## src/rtl/csp_cfg.svh

```systemverilog
`ifndef CSP_CFG_SVH
`define CSP_CFG_SVH

// Register byte offsets
`define CSP_OFF_CTRL 8'h00
`define CSP_OFF_STAT 8'h04
`define CSP_OFF_MASK 8'h08
`define CSP_OFF_DATA 8'h0c
`define CSP_OFF_TRIG 8'h10

// Field positions
`define CSP_CTRL_SRC_LSB 0
`define CSP_CTRL_SRC_MSB 1
`define CSP_CTRL_EDGE_BIT 2
`define CSP_STAT_DONE_BIT 0
`define CSP_STAT_RUN_BIT 1
`define CSP_STAT_ARM_BIT 2
`define CSP_MASK_DONE_BIT 0
`define CSP_TRIG_BIT 0

// Reset values
`define CSP_SRC_RST 2'h3
`define CSP_EDGE_RST 1'h0
`define CSP_MASK_RST 1'h0

// Clock source codes
`define CSP_SRC_CLK 2'h0
`define CSP_SRC_DIV2 2'h1
`define CSP_SRC_DIV4 2'h2
`define CSP_SRC_SLAVE 2'h3

// Master half period of the shift clock, in ref_clk cycles minus one
`define CSP_HALF_CLK 2'h0
`define CSP_HALF_DIV2 2'h1
`define CSP_HALF_DIV4 2'h3

`endif

```

## src/rtl/csp_pkg.sv

```systemverilog
package csp_pkg;

    // Transfer engine states
    typedef enum logic {
        CSP_IDLE,
        CSP_RUN
    } csp_state_e;

    // Software controlled settings of the port
    typedef struct packed {
        logic shift_edge_select;
        logic [1:0] clock_source_select;
    } csp_ctrl_s;

endpackage : csp_pkg

```

## src/rtl/csp_top.sv

```systemverilog
// What this block does
// - Edge select flips the driven clock pin; switch to slave before changing.
// - Reading the status while running aborts the transfer, back to idle.
// - Master shift clock is divided down from the system clock ref_clk.
// - Any read or write of the shift data arms the shift logic.
// - Source codes 0..3: CLK/2, CLK/4, CLK/8, external slave clock.
// - The done flag clears right after it is read.
// - Done flag sets on completion even when the mask is zero.
//
// The address map and the Wishbone interface to the registers were chosen for this implementation.
`timescale 1ns/1ps
`include "csp_cfg.svh"

module csp_top
    import csp_pkg::*;
#(
    parameter int DW = 8
) (
    input wire logic ref_clk,
    input wire logic rst_b,
    input wire logic ce,
    input wire logic wb_cyc_i,
    input wire logic wb_stb_i,
    input wire logic wb_we_i,
    input wire logic [7:0] wb_adr_i,
    input wire logic [3:0] wb_sel_i,
    input wire logic [31:0] wb_dat_i,
    output logic [31:0] wb_dat_o,
    output logic wb_ack_o,
    output logic irq,
    input wire logic sclk_i,
    output logic sclk_o,
    output logic sclk_oe_b,
    input wire logic sdi,
    output logic sdo
);

    localparam int CW = $clog2(DW + 1);

    // Pin synchronisers; the third clock flop only serves edge detection
    logic sclk_s1_q;
    logic sclk_s2_q;
    logic sclk_s3_q;
    logic sdi_s1_q;
    logic sdi_s2_q;

    always_ff @(posedge ref_clk or negedge rst_b) begin
        if (!rst_b) begin
            sclk_s1_q <= 1'h1;
            sclk_s2_q <= 1'h1;
            sclk_s3_q <= 1'h1;
            sdi_s1_q <= 1'h0;
            sdi_s2_q <= 1'h0;
        end else if (ce) begin
            sclk_s1_q <= sclk_i;
            sclk_s2_q <= sclk_s1_q;
            sclk_s3_q <= sclk_s2_q;
            sdi_s1_q <= sdi;
            sdi_s2_q <= sdi_s1_q;
        end
    end

    // State registers
    csp_state_e st_q, st_d;
    csp_ctrl_s ctrl_q, ctrl_d;
    logic mask_q, mask_d;
    logic done_q, done_d;
    logic armed_q, armed_d;
    logic [DW-1:0] shreg_q, shreg_d;
    logic [CW-1:0] cnt_q, cnt_d;
    logic [1:0] div_q, div_d;
    logic lvl_q, lvl_d;
    logic sdo_q, sdo_d;
    logic ack_q, ack_d;
    logic [31:0] rdat_q, rdat_d;

    // Bus decode
    logic take;
    logic wr;
    logic rd;
    logic hit_ctrl;
    logic hit_stat;
    logic hit_mask;
    logic hit_data;
    logic hit_trig;

    assign take = wb_cyc_i & wb_stb_i & ~ack_q;
    assign wr = take & wb_we_i & wb_sel_i[0];
    assign rd = take & ~wb_we_i;
    assign hit_ctrl = wb_adr_i == `CSP_OFF_CTRL;
    assign hit_stat = wb_adr_i == `CSP_OFF_STAT;
    assign hit_mask = wb_adr_i == `CSP_OFF_MASK;
    assign hit_data = wb_adr_i == `CSP_OFF_DATA;
    assign hit_trig = wb_adr_i == `CSP_OFF_TRIG;

    // Shift clock events, expressed on the edge-neutral level
    logic slave;
    logic [1:0] half_m1;
    logic tick;
    logic slv_now;
    logic slv_prev;
    logic samp_evt;
    logic out_evt;
    logic trig;
    logic abort;
    logic done_set;
    logic done_clr;

    assign slave = ctrl_q.clock_source_select == `CSP_SRC_SLAVE;
    assign slv_now = sclk_s2_q ^ ctrl_q.shift_edge_select;
    assign slv_prev = sclk_s3_q ^ ctrl_q.shift_edge_select;
    assign tick = div_q == half_m1;
    assign trig = wr & hit_trig & wb_dat_i[`CSP_TRIG_BIT];
    assign abort = rd & hit_stat & (st_q == CSP_RUN);
    assign done_clr = (rd & hit_stat)
        | (wr & hit_stat & wb_dat_i[`CSP_STAT_DONE_BIT]);

    // Master divider: the pin clock is cut from ref_clk for every source except the slave code
    always_comb begin
        case (ctrl_q.clock_source_select)
            `CSP_SRC_CLK: half_m1 = `CSP_HALF_CLK;
            `CSP_SRC_DIV2: half_m1 = `CSP_HALF_DIV2;
            `CSP_SRC_DIV4: half_m1 = `CSP_HALF_DIV4;
            default: half_m1 = `CSP_HALF_CLK;
        endcase
    end

    // Sample on the rising neutral edge, drive out on the falling one
    always_comb begin
        if (slave) begin
            samp_evt = slv_now & ~slv_prev;
            out_evt = ~slv_now & slv_prev;
        end else begin
            samp_evt = tick & ~lvl_q;
            out_evt = tick & lvl_q;
        end
    end

    // Next state of the engine and the register file
    always_comb begin
        st_d = st_q;
        ctrl_d = ctrl_q;
        mask_d = mask_q;
        armed_d = armed_q;
        shreg_d = shreg_q;
        cnt_d = cnt_q;
        div_d = div_q;
        lvl_d = lvl_q;
        sdo_d = sdo_q;
        done_set = 1'h0;
        case (st_q)
            CSP_IDLE: begin
                lvl_d = 1'h1;
                div_d = 2'h0;
                if (trig && armed_q) begin
                    st_d = CSP_RUN;
                    cnt_d = '0;
                    armed_d = 1'h0;
                    sdo_d = shreg_q[DW-1];
                end
            end
            CSP_RUN: begin
                if (!slave) begin
                    div_d = tick ? 2'h0 : div_q + 2'h1;
                    lvl_d = tick ? ~lvl_q : lvl_q;
                end
                if (samp_evt) begin
                    shreg_d = {shreg_q[DW-2:0], sdi_s2_q};
                    cnt_d = cnt_q + CW'(1);
                    if (cnt_q == CW'(DW - 1)) begin
                        st_d = CSP_IDLE;
                        done_set = 1'h1;
                    end
                end
                if (out_evt) begin
                    sdo_d = shreg_q[DW-1];
                end
            end
            default: st_d = CSP_IDLE;
        endcase
        if (abort) begin
            st_d = CSP_IDLE;
            armed_d = 1'h0;
            lvl_d = 1'h1;
            div_d = 2'h0;
        end
        if (take && hit_data) begin
            armed_d = 1'h1;
        end
        if (wr && hit_data) begin
            shreg_d = wb_dat_i[DW-1:0];
        end
        if (wr && hit_ctrl) begin
            // Flipping the edge here inverts a driven pin at once
            ctrl_d.shift_edge_select = wb_dat_i[`CSP_CTRL_EDGE_BIT];
            ctrl_d.clock_source_select =
                wb_dat_i[`CSP_CTRL_SRC_MSB:`CSP_CTRL_SRC_LSB];
        end
        if (wr && hit_mask) begin
            mask_d = wb_dat_i[`CSP_MASK_DONE_BIT];
        end
        // Set wins over a clear in the same cycle; the mask plays no part
        done_d = (done_q & ~done_clr) | done_set;
    end

    // Read data and acknowledge, one cycle after the request is taken
    always_comb begin
        ack_d = take;
        rdat_d = 32'h0;
        if (rd) begin
            if (hit_ctrl) begin
                rdat_d[`CSP_CTRL_SRC_MSB:`CSP_CTRL_SRC_LSB] =
                    ctrl_q.clock_source_select;
                rdat_d[`CSP_CTRL_EDGE_BIT] = ctrl_q.shift_edge_select;
            end
            if (hit_stat) begin
                rdat_d[`CSP_STAT_DONE_BIT] = done_q;
                rdat_d[`CSP_STAT_RUN_BIT] = st_q == CSP_RUN;
                rdat_d[`CSP_STAT_ARM_BIT] = armed_q;
            end
            if (hit_mask) begin
                rdat_d[`CSP_MASK_DONE_BIT] = mask_q;
            end
            if (hit_data) begin
                rdat_d[DW-1:0] = shreg_q;
            end
        end
    end

    always_ff @(posedge ref_clk or negedge rst_b) begin
        if (!rst_b) begin
            st_q <= CSP_IDLE;
            ctrl_q <= {`CSP_EDGE_RST, `CSP_SRC_RST};
            mask_q <= `CSP_MASK_RST;
            done_q <= 1'h0;
            armed_q <= 1'h0;
            shreg_q <= '0;
            cnt_q <= '0;
            div_q <= 2'h0;
            lvl_q <= 1'h1;
            sdo_q <= 1'h0;
            ack_q <= 1'h0;
            rdat_q <= 32'h0;
        end else if (ce) begin
            st_q <= st_d;
            ctrl_q <= ctrl_d;
            mask_q <= mask_d;
            done_q <= done_d;
            armed_q <= armed_d;
            shreg_q <= shreg_d;
            cnt_q <= cnt_d;
            div_q <= div_d;
            lvl_q <= lvl_d;
            sdo_q <= sdo_d;
            ack_q <= ack_d;
            rdat_q <= rdat_d;
        end
    end

    // Outputs; pin drive follows the source, even when idle
    assign wb_ack_o = ack_q;
    assign wb_dat_o = rdat_q;
    assign sclk_o = lvl_q ^ ctrl_q.shift_edge_select;
    assign sclk_oe_b = slave;
    assign sdo = sdo_q;
    assign irq = done_q & mask_q;
endmodule : csp_top

```

## config.mk

```make
export PLATFORM = sky130hd
export DESIGN_NAME = csp_top
export DESIGN_NICKNAME = d
export VERILOG_FILES = /design/src/rtl/csp_pkg.sv /design/src/rtl/csp_top.sv
export VERILOG_INCLUDE_DIRS = /design/src /design/src/rtl
export SDC_FILE = /design/constraint.sdc
export NUM_CORES = 1
export LEC_CHECK = 0
export BUFFER_PORTS_ARGS = -buffer_cell sky130_fd_sc_hd__buf_4
export CAP_MARGIN = 40
export CORE_AREA = 3 3 70 72
export CTS_BUF_LIST = sky130_fd_sc_hd__clkbuf_2
export CTS_CLUSTER_DIAMETER = 120
export DETAILED_ROUTE_END_ITERATION = 8
export DIE_AREA = 0 0 73 75
export PLACE_DENSITY = 0.81
export SYNTH_ARGS = -nofsm -noshare
export SYNTH_HDL_FRONTEND = slang
export SYNTH_SLANG_ARGS = --single-unit
```

## constraint.sdc

```tcl
create_clock -name ref_clk -period 3.3 [get_ports ref_clk]
set_input_delay 0.66 -clock ref_clk [delete_from_list [all_inputs] [get_ports ref_clk]]
set_output_delay 0.66 -clock ref_clk [all_outputs]
set_load 0.03 [all_outputs]
```

==> PnR_summary.wiki, run 1 <==
{| class="wikitable"
! Metric !! Value
|-
| X dimension of the die || between 70 and 80 um
|-
| CP required || 3.63 ns
|-
| Series of cell instances along the critical path || inv_1 -> ha_1 -> xor2_1 -> and2_1 -> a22oi_1 -> buf_4 -> o21ai_1 -> o221a_2
|-
| Routing usage on met3 || 0.04806
|-
| Worst R2R Path Depth || 8
|-
| Number of placement rows || 24
|-
| Number of detailed-routing iterations run before antenna repair || 4
|-
| Max Transition Viols Final || 0
|-
| Number of buffers added for setup after CTS || 0
|-
| Fill cell instance count of the final layout || 384
|-
| H-tree levels || 2
|-
| Slew HR || 0.5750
|-
| Synthesized cell area || between 2000 and 2500 um2
|-
| Hold bufs inserted after CTS || 0
|-
| Highest clock rate || 0.3978 GHz
|-
| Clock latency of the later-clocked register in the worst-skew pair || about 0.38 ns
|-
| EDFF count, synth || 0
|-
| Resized Gates After CTS || 0
|-
| Avg Inst Size Synth || 10.42 um2
|-
| Setup tns final || 0 ns
|-
| Max rail drop VDD || 0.0002899 V
|-
| Setup skew after layout || 0.008273 ns
|-
| Reg-to-reg endpoint || shreg_q[6]
|-
| Number of max-cap violations || 0
|-
| Crit path max-delay cell type || sky130_fd_sc_hd__dfstp_2
|-
| Placer congestion estimate || 0.8702
|-
| DRC Markers || 0
|-
| Maximum clock insertion buffer count || 2
|-
| Most common cell after layout, fill and taps aside || sky130_fd_sc_hd__buf_4
|-
| Unrepaired setup endpoints after global routing || false
|-
| Worst-Margin Slew || approximately 0.63 ns
|-
| Leak Pwr || 0.001116 uW
|-
| Largest net degree at the start of global routing || 38
|-
| Number of hold violations in the final report || 0
|-
| CTS root buf || sky130_fd_sc_hd__clkbuf_2
|-
| Die span in y || ~75 um
|-
| Category of the most critical setup path || reg2reg
|-
| Port-buffer cells || 37
|-
| Fraction of the yosys area taken by sequential cells || 0.4347
|-
| Async set-or-reset flop fraction in the synthesized netlist || 1.000
|-
| Most instantiated flip-flop cell in the synthesis netlist || sky130_fd_sc_hd__dfrtp_1
|-
| First-pass GRT wire length || 7238 um
|-
| Biggest area contributors in the synthesized netlist || sky130_fd_sc_hd__dfrtp_1, sky130_fd_sc_hd__buf_4, sky130_fd_sc_hd__dfstp_2
|-
| Min cycle time layout || 2.514 ns
|-
| Number of global-route vias before repair || 1536
|-
| GRT busiest layer || met2
|-
| Setup-violating endpoint count in the final report || 0
|-
| Tcrit/Tclk final || 0.7617
|-
| Clock slew at reported path FFs || 0.18 ns
|-
| Leading area contributor after synthesis || sky130_fd_sc_hd__dfrtp_1
|-
| Most frequent cells in the layout || sky130_fd_sc_hd__buf_4, sky130_fd_sc_hd__dfrtp_1, sky130_fd_sc_hd__conb_1
|-
| Met1 GRT Util || 0.2389
|-
| Mean routed wirelength per cell || 15.63 um
|-
| Number of buffers inserted during clock tree synthesis || 5
|-
| Hold_ws || between 0.2 and 0.25 ns
|-
| Category of the worst setup path launch point || flop
|-
| Portion of synthesized cell area occupied by the leading cell type || 0.3613
|-
| Status || finished, final reports clean
|-
| Worst min-delay path class || in2async
|-
| Area growth from synthesis to layout || 12.76%
|-
| CORE AREA || between 4000 and 5000 um2
|-
| Synth warnings || 0
|-
| Worst setup EP type || flop
|-
| Highest net fanout along the worst path || 10
|-
| Detailed-route via count || around 1.7k
|-
| HPWL Detailed || 3459 um
|-
| Count of unique library cells instantiated by Yosys || 48
|-
| Family with the most delay on the worst path || compound AO/OA/AOI/OAI gates
|-
| Power density of the placed cells || slightly below 500 nW/um2
|-
| Post-synthesis sequential element count || 37
|-
| Total Nets Final || 299
|-
| Slowest Stage Delay on Critical Path || approximately 0.6 ns
|-
| ANT cells || 0
|-
| Wire length reported by the detailed router || 4643 um
|-
| GR Util met2 || 0.2622
|-
| Area of the die || 5475 um2
|-
| Number of clock sinks || 37
|-
| Post-route total power || 1195 uW
|-
| Number of instances in the synthesized netlist || 206
|-
| Global-route usage over all layers || 0.1723
|-
| Data arrival at the endpoint of the critical path || 2.84 ns
|-
| Initial Utilization || 0.4931
|-
| Fraction of layout instances using a drive strength above 1 || 0.3347
|-
| TritonCTS clock tree || yes
|-
| First-iteration detailed-routing DRC count || 134
|-
| IO Pins || 89
|-
| Beginning of the worst register-to-register path || ctrl_q[0]
|-
| GRT Residual Overflow || 0
|-
| Detail Route Antenna Nets || 0
|-
| Via-to-Cell Ratio || about 5.7
|-
| Setup slack, reg-to-reg || 0.79 ns
|-
| Initial antenna violation count || 0
|-
| Sum of buffers and inverters on the critical path || 2
|}
[state kept, by name (all words and copies together), names as in the netlist]
name and count:
wb_dat_o 8, sdi_s1_q 1, st_q 1, sclk_s2_q 1, sclk_s3_q 1, cnt_q 4, done_q 1, wb_ack_o 1
sdo 1, armed_q 1, mask_q 1, sclk_s1_q 1, ctrl_q 3, shreg_q 8, lvl_q 1, sdi_s2_q 1
div_q 2
[power by group]
group | internal [uW] | switching [uW]
Clock | 62.5 | 144
Combinational | 172 | 178
Sequential | 550 | 87.9
Total | 785 | 410
[worst max path at each step]
stage / end / cells after the start / slack, ns / start
finish: shreg_q[6] / 8 / 0.79 / ctrl_q[0]
global route: shreg_q[1] / 8 / 0.62 / ctrl_q[0]
CTS: shreg_q[6] / 8 / 0.81 / ctrl_q[0]
detailed placement: shreg_q[2] / 6 / 0.52 / wb_adr_i[5]
global placement: shreg_q[6] / 6 / 0.51 / wb_adr_i[5]
floorplan: ctrl_q[2] / 4 / 0.79 / wb_adr_i[5]
[cells in the mapped netlist, types with 6 or more instances]
library cell and count:
sky130_fd_sc_hd__dfrtp_1 31, sky130_fd_sc_hd__nand2_1 13, sky130_fd_sc_hd__a22o_1 9, sky130_fd_sc_hd__clkbuf_1 6
sky130_fd_sc_hd__nor2_1 10, sky130_fd_sc_hd__o221a_2 8, sky130_fd_sc_hd__buf_4 24, sky130_fd_sc_hd__dfstp_2 6
sky130_fd_sc_hd__or2_2 8, sky130_fd_sc_hd__o21ai_0 11, sky130_fd_sc_hd__mux2_2 7
[metrics by stage]
step / util / worst slack (ns) / std cells / instance area [um2]
4_1_cts: 0.5560 / 0.8134 / 297 / 2421
2_1_floorplan: - / 0.7876 / 229 / 2233
6_report: 0.5560 / 0.7865 / 297 / 2421
5_1_grt: 0.5560 / 0.6182 / 297 / 2421
3_3_place_gp: 0.5468 / 0.5077 / 289 / 2381
3_5_place_dp: 0.5468 / 0.5168 / 289 / 2381
[layer usage]
metal	part of all wire	up-vias
met5	0	-
met4	0.011	0
met3	0.085	5
met2	0.45	83
met1	0.45	802
li1	-	792
[cell type report]
class	instances	area, um2	area share
clock buffers	8	40.04	0.01654
inverters	4	15.01	0.006202
multi-input cells	158	1082	0.4470
flip-flops and latches	37	933.4	0.3855
well taps	52	65.06	0.02687
repair buffers	38	285.3	0.1178
[cells by family (layout without fill, tap and decap cells)]
| logic type | after synthesis | in the layout | share of synthesized area |
|---|---|---|---|
| AOI/OAI and AO/OA | 48 | 48 | 0.1743 |
| buffers and inverters | 34 | 50 | 0.1014 |
| muxes | 11 | 11 | 0.06818 |
| other | 1 | 24 | 0.001747 |
| adders and majority gates | 3 | 3 | 0.01748 |
| DFF | 37 | 37 | 0.4347 |
| xor gates and xnor gates | 3 | 3 | 0.01224 |
| and+or+nand+nor | 69 | 69 | 0.1900 |
Power figures use the tool's default switching activity.
==> inputs of run 2 (changes only) <==
- clock period: 3.3 -> 2.5 ns (I/O delays scaled with it)
==> run 2 against run 1 <==
Effect of this change:
- flip-flop and latch count unchanged
- via count increased by 1.4%
- final cell count increased by 2.7%
- wire length decreased by 0.54%
- combinational power increased by 34%
- fmax increased by 8.3%
- clock skew increased by 0.0086 ns
- utilization increased by 2.5 points
- setup slack got worse by 0.61 ns
- largest power group unchanged
==> PnR_summary.wiki, run 2 (synthesis gave the netlist of run 1 again) <==
{| class="wikitable"
! Metric !! Value
|-
| Status || finished, final reports clean
|-
| Power density of the placed cells || 706.1 nW/um2 (+43%)
|-
| Global-route usage over all layers || 0.1766 (+0.004302)
|-
| Number of global-route vias before repair || 1545 (+0.59%)
|-
| Initial Utilization || 0.4931 (unchanged)
|-
| Fraction of layout instances using a drive strength above 1 || 0.3557 (+0.02104)
|-
| ANT cells || 0 (unchanged)
|-
| Number of placement rows || 24 (unchanged)
|-
| Worst setup EP type || flop
|-
| Max Transition Viols Final || 0 (unchanged)
|-
| HPWL Detailed || 3540 um (+2.3%)
|-
| Max rail drop VDD || 0.0004815 V (+66%)
|-
| Worst R2R Path Depth || 7 (-1)
|-
| Number of max-cap violations || 0 (unchanged)
|-
| Wire length the detailed router placed on met1 || 2130 um (+2.2%)
|-
| Highest net fanout along the worst path || 8 (-2)
|-
| Detail Route Antenna Nets || 0 (unchanged)
|-
| Initial antenna violation count || 0 (unchanged)
|-
| Placed Instance Area || 2441 um2 (+2.5%)
|-
| First-iteration detailed-routing DRC count || 75 (-44%)
|-
| Most frequent cells in the layout || sky130_fd_sc_hd__buf_4, sky130_fd_sc_hd__dfrtp_1, sky130_fd_sc_hd__conb_1
|-
| Hold bufs inserted after CTS || 0 (unchanged)
|-
| CTS root buf || sky130_fd_sc_hd__clkbuf_2
|-
| Number of detailed-routing iterations run before antenna repair || 4 (unchanged)
|-
| Tcrit/Tclk final || 0.9282 (+0.1665)
|-
| Port-buffer cells || 37 (unchanged)
|-
| Beginning of the worst register-to-register path || ctrl_q[0]
|-
| Mean routed wirelength per cell || 15.14 um (-3.1%)
|-
| Most common cell after layout, fill and taps aside || sky130_fd_sc_hd__buf_4
|-
| Category of the worst setup path launch point || flop
|-
| DRC Markers || 0 (unchanged)
|-
| First-pass GRT wire length || 7507 um (+3.7%)
|-
| Reg-to-reg endpoint || shreg_q[1]
|-
| Setup-violating endpoint count in the final report || 0 (unchanged)
|-
| Data arrival at the endpoint of the critical path || 2.63 ns (-0.21 ns)
|-
| Area growth from synthesis to layout || 17.89%
|-
| Top routing layer in use || met4
|-
| Via-to-Cell Ratio || 5.593 (-1.2%)
|-
| Detailed-route via count || 1706 (+1.4%)
|-
| Clock latency of the later-clocked register in the worst-skew pair || 0.40 ns (+0.02 ns)
|-
| TritonCTS clock tree || yes
|-
| Number of buffers inserted during clock tree synthesis || 5 (unchanged)
|-
| Number of clock sinks || 37 (unchanged)
|-
| Unrepaired setup endpoints after global routing || false
|-
| Die span in y || 75 um (unchanged)
|-
| Post-route core utilization || 0.5813 (+0.02529)
|-
| Setup skew after layout || 0.01691 ns (+0.008633 ns)
|-
| Number of hold violations in the final report || 0 (unchanged)
|-
| CORE AREA || 4354 um2 (unchanged)
|-
| Maximum clock insertion buffer count || 2 (unchanged)
|-
| GRT Residual Overflow || 0 (unchanged)
|-
| Total Nets Final || 307 (+2.7%)
|-
| X dimension of the die || 73 um (unchanged)
|-
| Highest clock rate || 0.4309 GHz (+8.3%)
|-
| Area of the die || 5475 um2 (unchanged)
|-
| Clock slew at reported path FFs || 0.19 ns (about the same)
|-
| Resized Gates After CTS || 0 (unchanged)
|-
| Min cycle time layout || 2.320 ns (-0.1931 ns)
|-
| Worst min-delay path class || in2async
|-
| Placer congestion estimate || 0.9098 (+4.6%)
|-
| Number of buffers added for setup after CTS || 0 (unchanged)
|-
| IO Pins || 89 (unchanged)
|-
| CP required || 2.81 ns (-0.82 ns)
|-
| Setup slack, reg-to-reg || 0.18 ns (-0.61 ns)
|-
| H-tree levels || 2 (unchanged)
|-
| Category of the most critical setup path || reg2reg
|-
| Wire length reported by the detailed router || 4618 um (-0.54%)
|-
| Detailed-routed wire length on met2 || 2109 um (-0.14%)
|-
| Largest net degree at the start of global routing || 38 (unchanged)
|-
| Routed length on met3 || 326 um (-17%)
|-
| Non-Filler Cell Area, Final || 2531 um2 (+4.5%)
|-
| Leak Pwr || 0.001177 uW (+5.4%)
|}
## run 2: cell count changes in the layout (fill, tap and decap cells not counted)
cell                        delta
sky130_fd_sc_hd__buf_4         +8
sky130_fd_sc_hd__clkinv_2      +1
sky130_fd_sc_hd__clkbuf_2      -3
sky130_fd_sc_hd__bufinv_16     +2
## run 2: power by group
group	internal, uW	switching (uW)
registers	726	113
clock network	268	210
logic	234	235
total	1230	559
## run 2: metrics by stage
stage / power (uW) / hold WS [ns] / setup slack [ns] / TNS (ns) / cells
6_report: 1787 / 0.01880 / 0.1795 / 0 / 305
5_1_grt: 1887 / 0.003787 / 0.03106 / 0 / 305
4_1_cts: 1791 / 0.02248 / 0.1714 / 0 / 305
3_5_place_dp: 1320 / 0.4861 / -0.01523 / -0.01523 / 297
3_3_place_gp: 1300 / 0.4833 / -0.006504 / -0.006504 / 297
2_1_floorplan: 1182 / 0.2044 / 0.1328 / 0 / 229
## run 2: worst max-delay path by stage
stage                      startpoint          to  slack, ns  cells past startpoint
after floorplan             ctrl_q[1]  shreg_q[0]       0.13                      6
after global routing        ctrl_q[0]  shreg_q[5]       0.03                      7
final                       ctrl_q[0]  shreg_q[1]       0.18                      7
after global placement    wb_adr_i[5]   ctrl_q[2]     -0.007                      5
after detailed placement  wb_adr_i[5]   ctrl_q[2]      -0.02                      5
after CTS                   ctrl_q[0]  shreg_q[1]       0.17                      8
## run 2: cell type report
class                      count  area [um2]
inverter                       4       15.01
timing repair buffer          46       345.3
sequential                    37       933.4
tap                           52       65.06
multi-input combinational    158        1082
clock inverter                 3       65.06
clock buffer                   5       25.02
fill                         370        1823
## run 2: worst max-delay path, cell delays in order (launching register included)
cell	delay [ns]
sky130_fd_sc_hd__dfstp_2	0.60
sky130_fd_sc_hd__inv_1	0.05
sky130_fd_sc_hd__ha_1	0.30
sky130_fd_sc_hd__xor2_1	0.21
sky130_fd_sc_hd__and2_1	0.21
sky130_fd_sc_hd__a22oi_1	0.16
sky130_fd_sc_hd__a311o_1	0.42
sky130_fd_sc_hd__o221a_2	0.31
## run 2: layer usage
metal	vias up	GRT usage
li1	810	-
met1	827	0.2587
met2	62	0.2602
met3	7	0.04005
met4	0	0.05533
met5	-	0
==> inputs of run 3 (changes only) <==
- BUFFER_PORTS_ARGS: -buffer_cell sky130_fd_sc_hd__buf_4 -> -buffer_cell sky130_fd_sc_hd__buf_2
==> run 3 against run 2 <==
Effect of this change:
- critical path depth is the same
- utilization shrank 3.4 points
- wire length fell by 0.71%
- die area did not move
- first-iteration DRC count is 77% higher
- combinational power decreased by 5.1%
- clock skew grew 0.0052 ns
- final cell count decreased by 0.33%
==> PnR_summary.wiki, run 3 (synthesis gave the netlist of run 1 again) <==
{| class="wikitable"
! Metric !! Value
|-
| Setup skew after layout || 0.02208 ns (+0.005174 ns)
|-
| Die span in y || 75 um (unchanged)
|-
| Clock latency of the later-clocked register in the worst-skew pair || 0.40 ns (about the same)
|-
| Category of the most critical setup path || reg2reg
|-
| X dimension of the die || 73 um (unchanged)
|-
| Worst min-delay path class || in2async
|-
| Number of hold violations in the final report || 0 (unchanged)
|-
| Max Transition Viols Final || 0 (unchanged)
|-
| GRT Residual Overflow || 0 (unchanged)
|-
| Largest net degree at the start of global routing || 38 (unchanged)
|-
| Post-route core utilization || 0.5468 (-0.03448)
|-
| Mean routed wirelength per cell || 15.08 um (-0.39%)
|-
| Area growth from synthesis to layout || 10.90%
|-
| Maximum clock insertion buffer count || 2 (unchanged)
|-
| Status || finished, final reports clean
|-
| Worst-Margin Slew || 0.8082 ns
|-
| Area of the die || 5475 um2 (unchanged)
|-
| First-pass GRT wire length || 7458 um (-0.65%)
|-
| Number of buffers inserted during clock tree synthesis || 5 (unchanged)
|-
| Global-route usage over all layers || 0.1785 (+0.001853)
|-
| Initial Utilization || 0.4931 (unchanged)
|-
| Highest net fanout along the worst path || 8 (unchanged)
|-
| Port-buffer cells || 37 (unchanged)
|-
| Number of clock sinks || 37 (unchanged)
|-
| Tcrit/Tclk final || 0.9311 (+0.002872)
|-
| Clock slew at reported path FFs || 0.18 ns (about the same)
|-
| Final setup slack of the worst path || 0.1723 ns (-0.007180 ns)
|-
| Data arrival at the endpoint of the critical path || 2.61 ns (-0.02 ns)
|-
| Number of max-cap violations || 0 (unchanged)
|-
| First-iteration detailed-routing DRC count || 133 (+77%)
|-
| Worst slack, placed || -0.005555 ns (+0.009672 ns)
|-
| ANT cells || 0 (unchanged)
|-
| Number of placement rows || 24 (unchanged)
|-
| Detailed-route via count || 1723 (+1.0%)
|-
| CTS root buf || sky130_fd_sc_hd__clkbuf_2
|-
| Worst setup EP type || flop
|-
| Min cycle time layout || 2.328 ns (+0.007180 ns)
|-
| Number of global-route vias before repair || 1579 (+2.2%)
|-
| HPWL Detailed || 3474 um (-1.9%)
|-
| Highest clock rate || 0.4296 GHz (-0.31%)
|-
| Family with the most delay on the worst path || compound AO/OA/AOI/OAI gates
|-
| Initial antenna violation count || 0 (unchanged)
|-
| Fraction of layout instances using a drive strength above 1 || 0.3532 (-0.002557)
|-
| Non-Filler Cell Area, Final || 2381 um2 (-5.9%)
|-
| Slew HR || 0.4612
|-
| CP required || 2.79 ns (-0.02 ns)
|-
| Leak Pwr || 0.001128 uW (-4.1%)
|-
| Setup-violating endpoint count in the final report || 0 (unchanged)
|-
| Total Nets Final || 306 (-0.33%)
|-
| CORE AREA || 4354 um2 (unchanged)
|-
| Number of buffers added for setup after CTS || 0 (unchanged)
|-
| Most frequent cells in the layout || sky130_fd_sc_hd__buf_2, sky130_fd_sc_hd__dfrtp_1, sky130_fd_sc_hd__conb_1
|-
| Crit path max-delay cell type || sky130_fd_sc_hd__dfstp_2
|-
| Via-to-Cell Ratio || 5.668 (+1.3%)
|-
| Detail Route Antenna Nets || 0 (unchanged)
|-
| Placed Instance Area || 2341 um2 (-4.1%)
|-
| Setup slack, reg-to-reg || 0.17 ns (about the same)
|-
| Unrepaired setup endpoints after global routing || false
|-
| Placer congestion estimate || 0.9331 (+2.6%)
|-
| TritonCTS clock tree || yes
|-
| IO Pins || 89 (unchanged)
|-
| Number of detailed-routing iterations run before antenna repair || 4 (unchanged)
|-
| Sum of buffers and inverters on the critical path || 1 (unchanged)
|-
| Slowest Stage Delay on Critical Path || 0.60 ns (about the same)
|-
| Category of the worst setup path launch point || flop
|-
| DRC Markers || 0 (unchanged)
|-
| Reg-to-reg endpoint || shreg_q[6]
|-
| H-tree levels || 2 (unchanged)
|-
| Max rail drop VDD || 0.0003339 V (-31%)
|-
| Beginning of the worst register-to-register path || ctrl_q[0]
|-
| Worst R2R Path Depth || 7 (unchanged)
|-
| Wire length reported by the detailed router || 4585 um (-0.71%)
|-
| Most common cell after layout, fill and taps aside || sky130_fd_sc_hd__buf_2
|-
| Power density of the placed cells || 652.6 nW/um2 (-7.6%)
|-
| Series of cell instances along the critical path || inv_1 -> ha_1 -> xor2_1 -> and2_1 -> a22oi_1 -> a311o_2 -> o221a_2
|-
| Fill cell instance count of the final layout || 382 (+3.2%)
|}
run 3: changes by cell type in the layout (fill, tap and decap cells not counted):
cell | previous run | this run
sky130_fd_sc_hd__clkinv_2 | 1 | 0
sky130_fd_sc_hd__clkinv_1 | 0 | 1
sky130_fd_sc_hd__buf_2 | 0 | 37
sky130_fd_sc_hd__buf_4 | 46 | 8
sky130_fd_sc_hd__bufinv_16 | 2 | 0
sky130_fd_sc_hd__clkbuf_2 | 5 | 7
sky130_fd_sc_hd__a311o_2 | 0 | 1
sky130_fd_sc_hd__a311o_1 | 1 | 0
run 3: layout make-up:
type	instances	area, um2	area share
Timing Repair Buffer	45	245.2	0.1030
Inverter	4	15.01	0.006306
Clock buffer	7	35.03	0.01471
Clock inverter	1	3.754	0.001576
Tap cell	52	65.06	0.02733
Multi-Input combinational cell	158	1084	0.4551
Sequential cell	37	933.4	0.3920
run 3: through the flow:
step / std cells / TNS, ns / power (uW) / hold slack (ns)
floorplan: 229 / 0 / 1182 / 0.2044
global placement: 296 / 0 / 1275 / 0.4871
detailed placement: 296 / -0.005555 / 1297 / 0.4950
CTS: 304 / 0 / 1559 / 0.1768
global route: 304 / 0 / 1646 / 0.1834
finish: 304 / 0 / 1554 / 0.1622
run 3: how the worst max path moves through the flow:
stage | from | endpoint | cells past startpoint
after floorplan | ctrl_q[1] | shreg_q[0] | 6
after global placement | wb_adr_i[5] | ctrl_q[2] | 5
after detailed placement | wb_adr_i[5] | ctrl_q[2] | 5
after CTS | ctrl_q[0] | shreg_q[6] | 7
after global routing | ctrl_q[0] | shreg_q[6] | 7
final | ctrl_q[0] | shreg_q[6] | 7
run 3: what timing repair did:
| item | in CTS | in global routing |
|---|---|---|
| resized for setup | 0 | 1 |
| setup endpoints to repair | 0 | 4 |
| hold buffers | 0 | 0 |
run 3: where the power goes:
part | switching [uW] | total [uW] | internal [uW]
Sequential | 113 | 840 | 727
Combinational | 234 | 446 | 213
Clock | 193 | 268 | 74.8
Total | 540 | 1550 | 1010
run 3: per-layer routing:
layer / routed length, um / GRT usage / share of wire
met1: 1961 / 0.2466 / 0.43
met2: 2168 / 0.2800 / 0.47
met3: 376 / 0.04139 / 0.082
met4: 78 / 0.05533 / 0.017
met5: 0 / 0 / 0
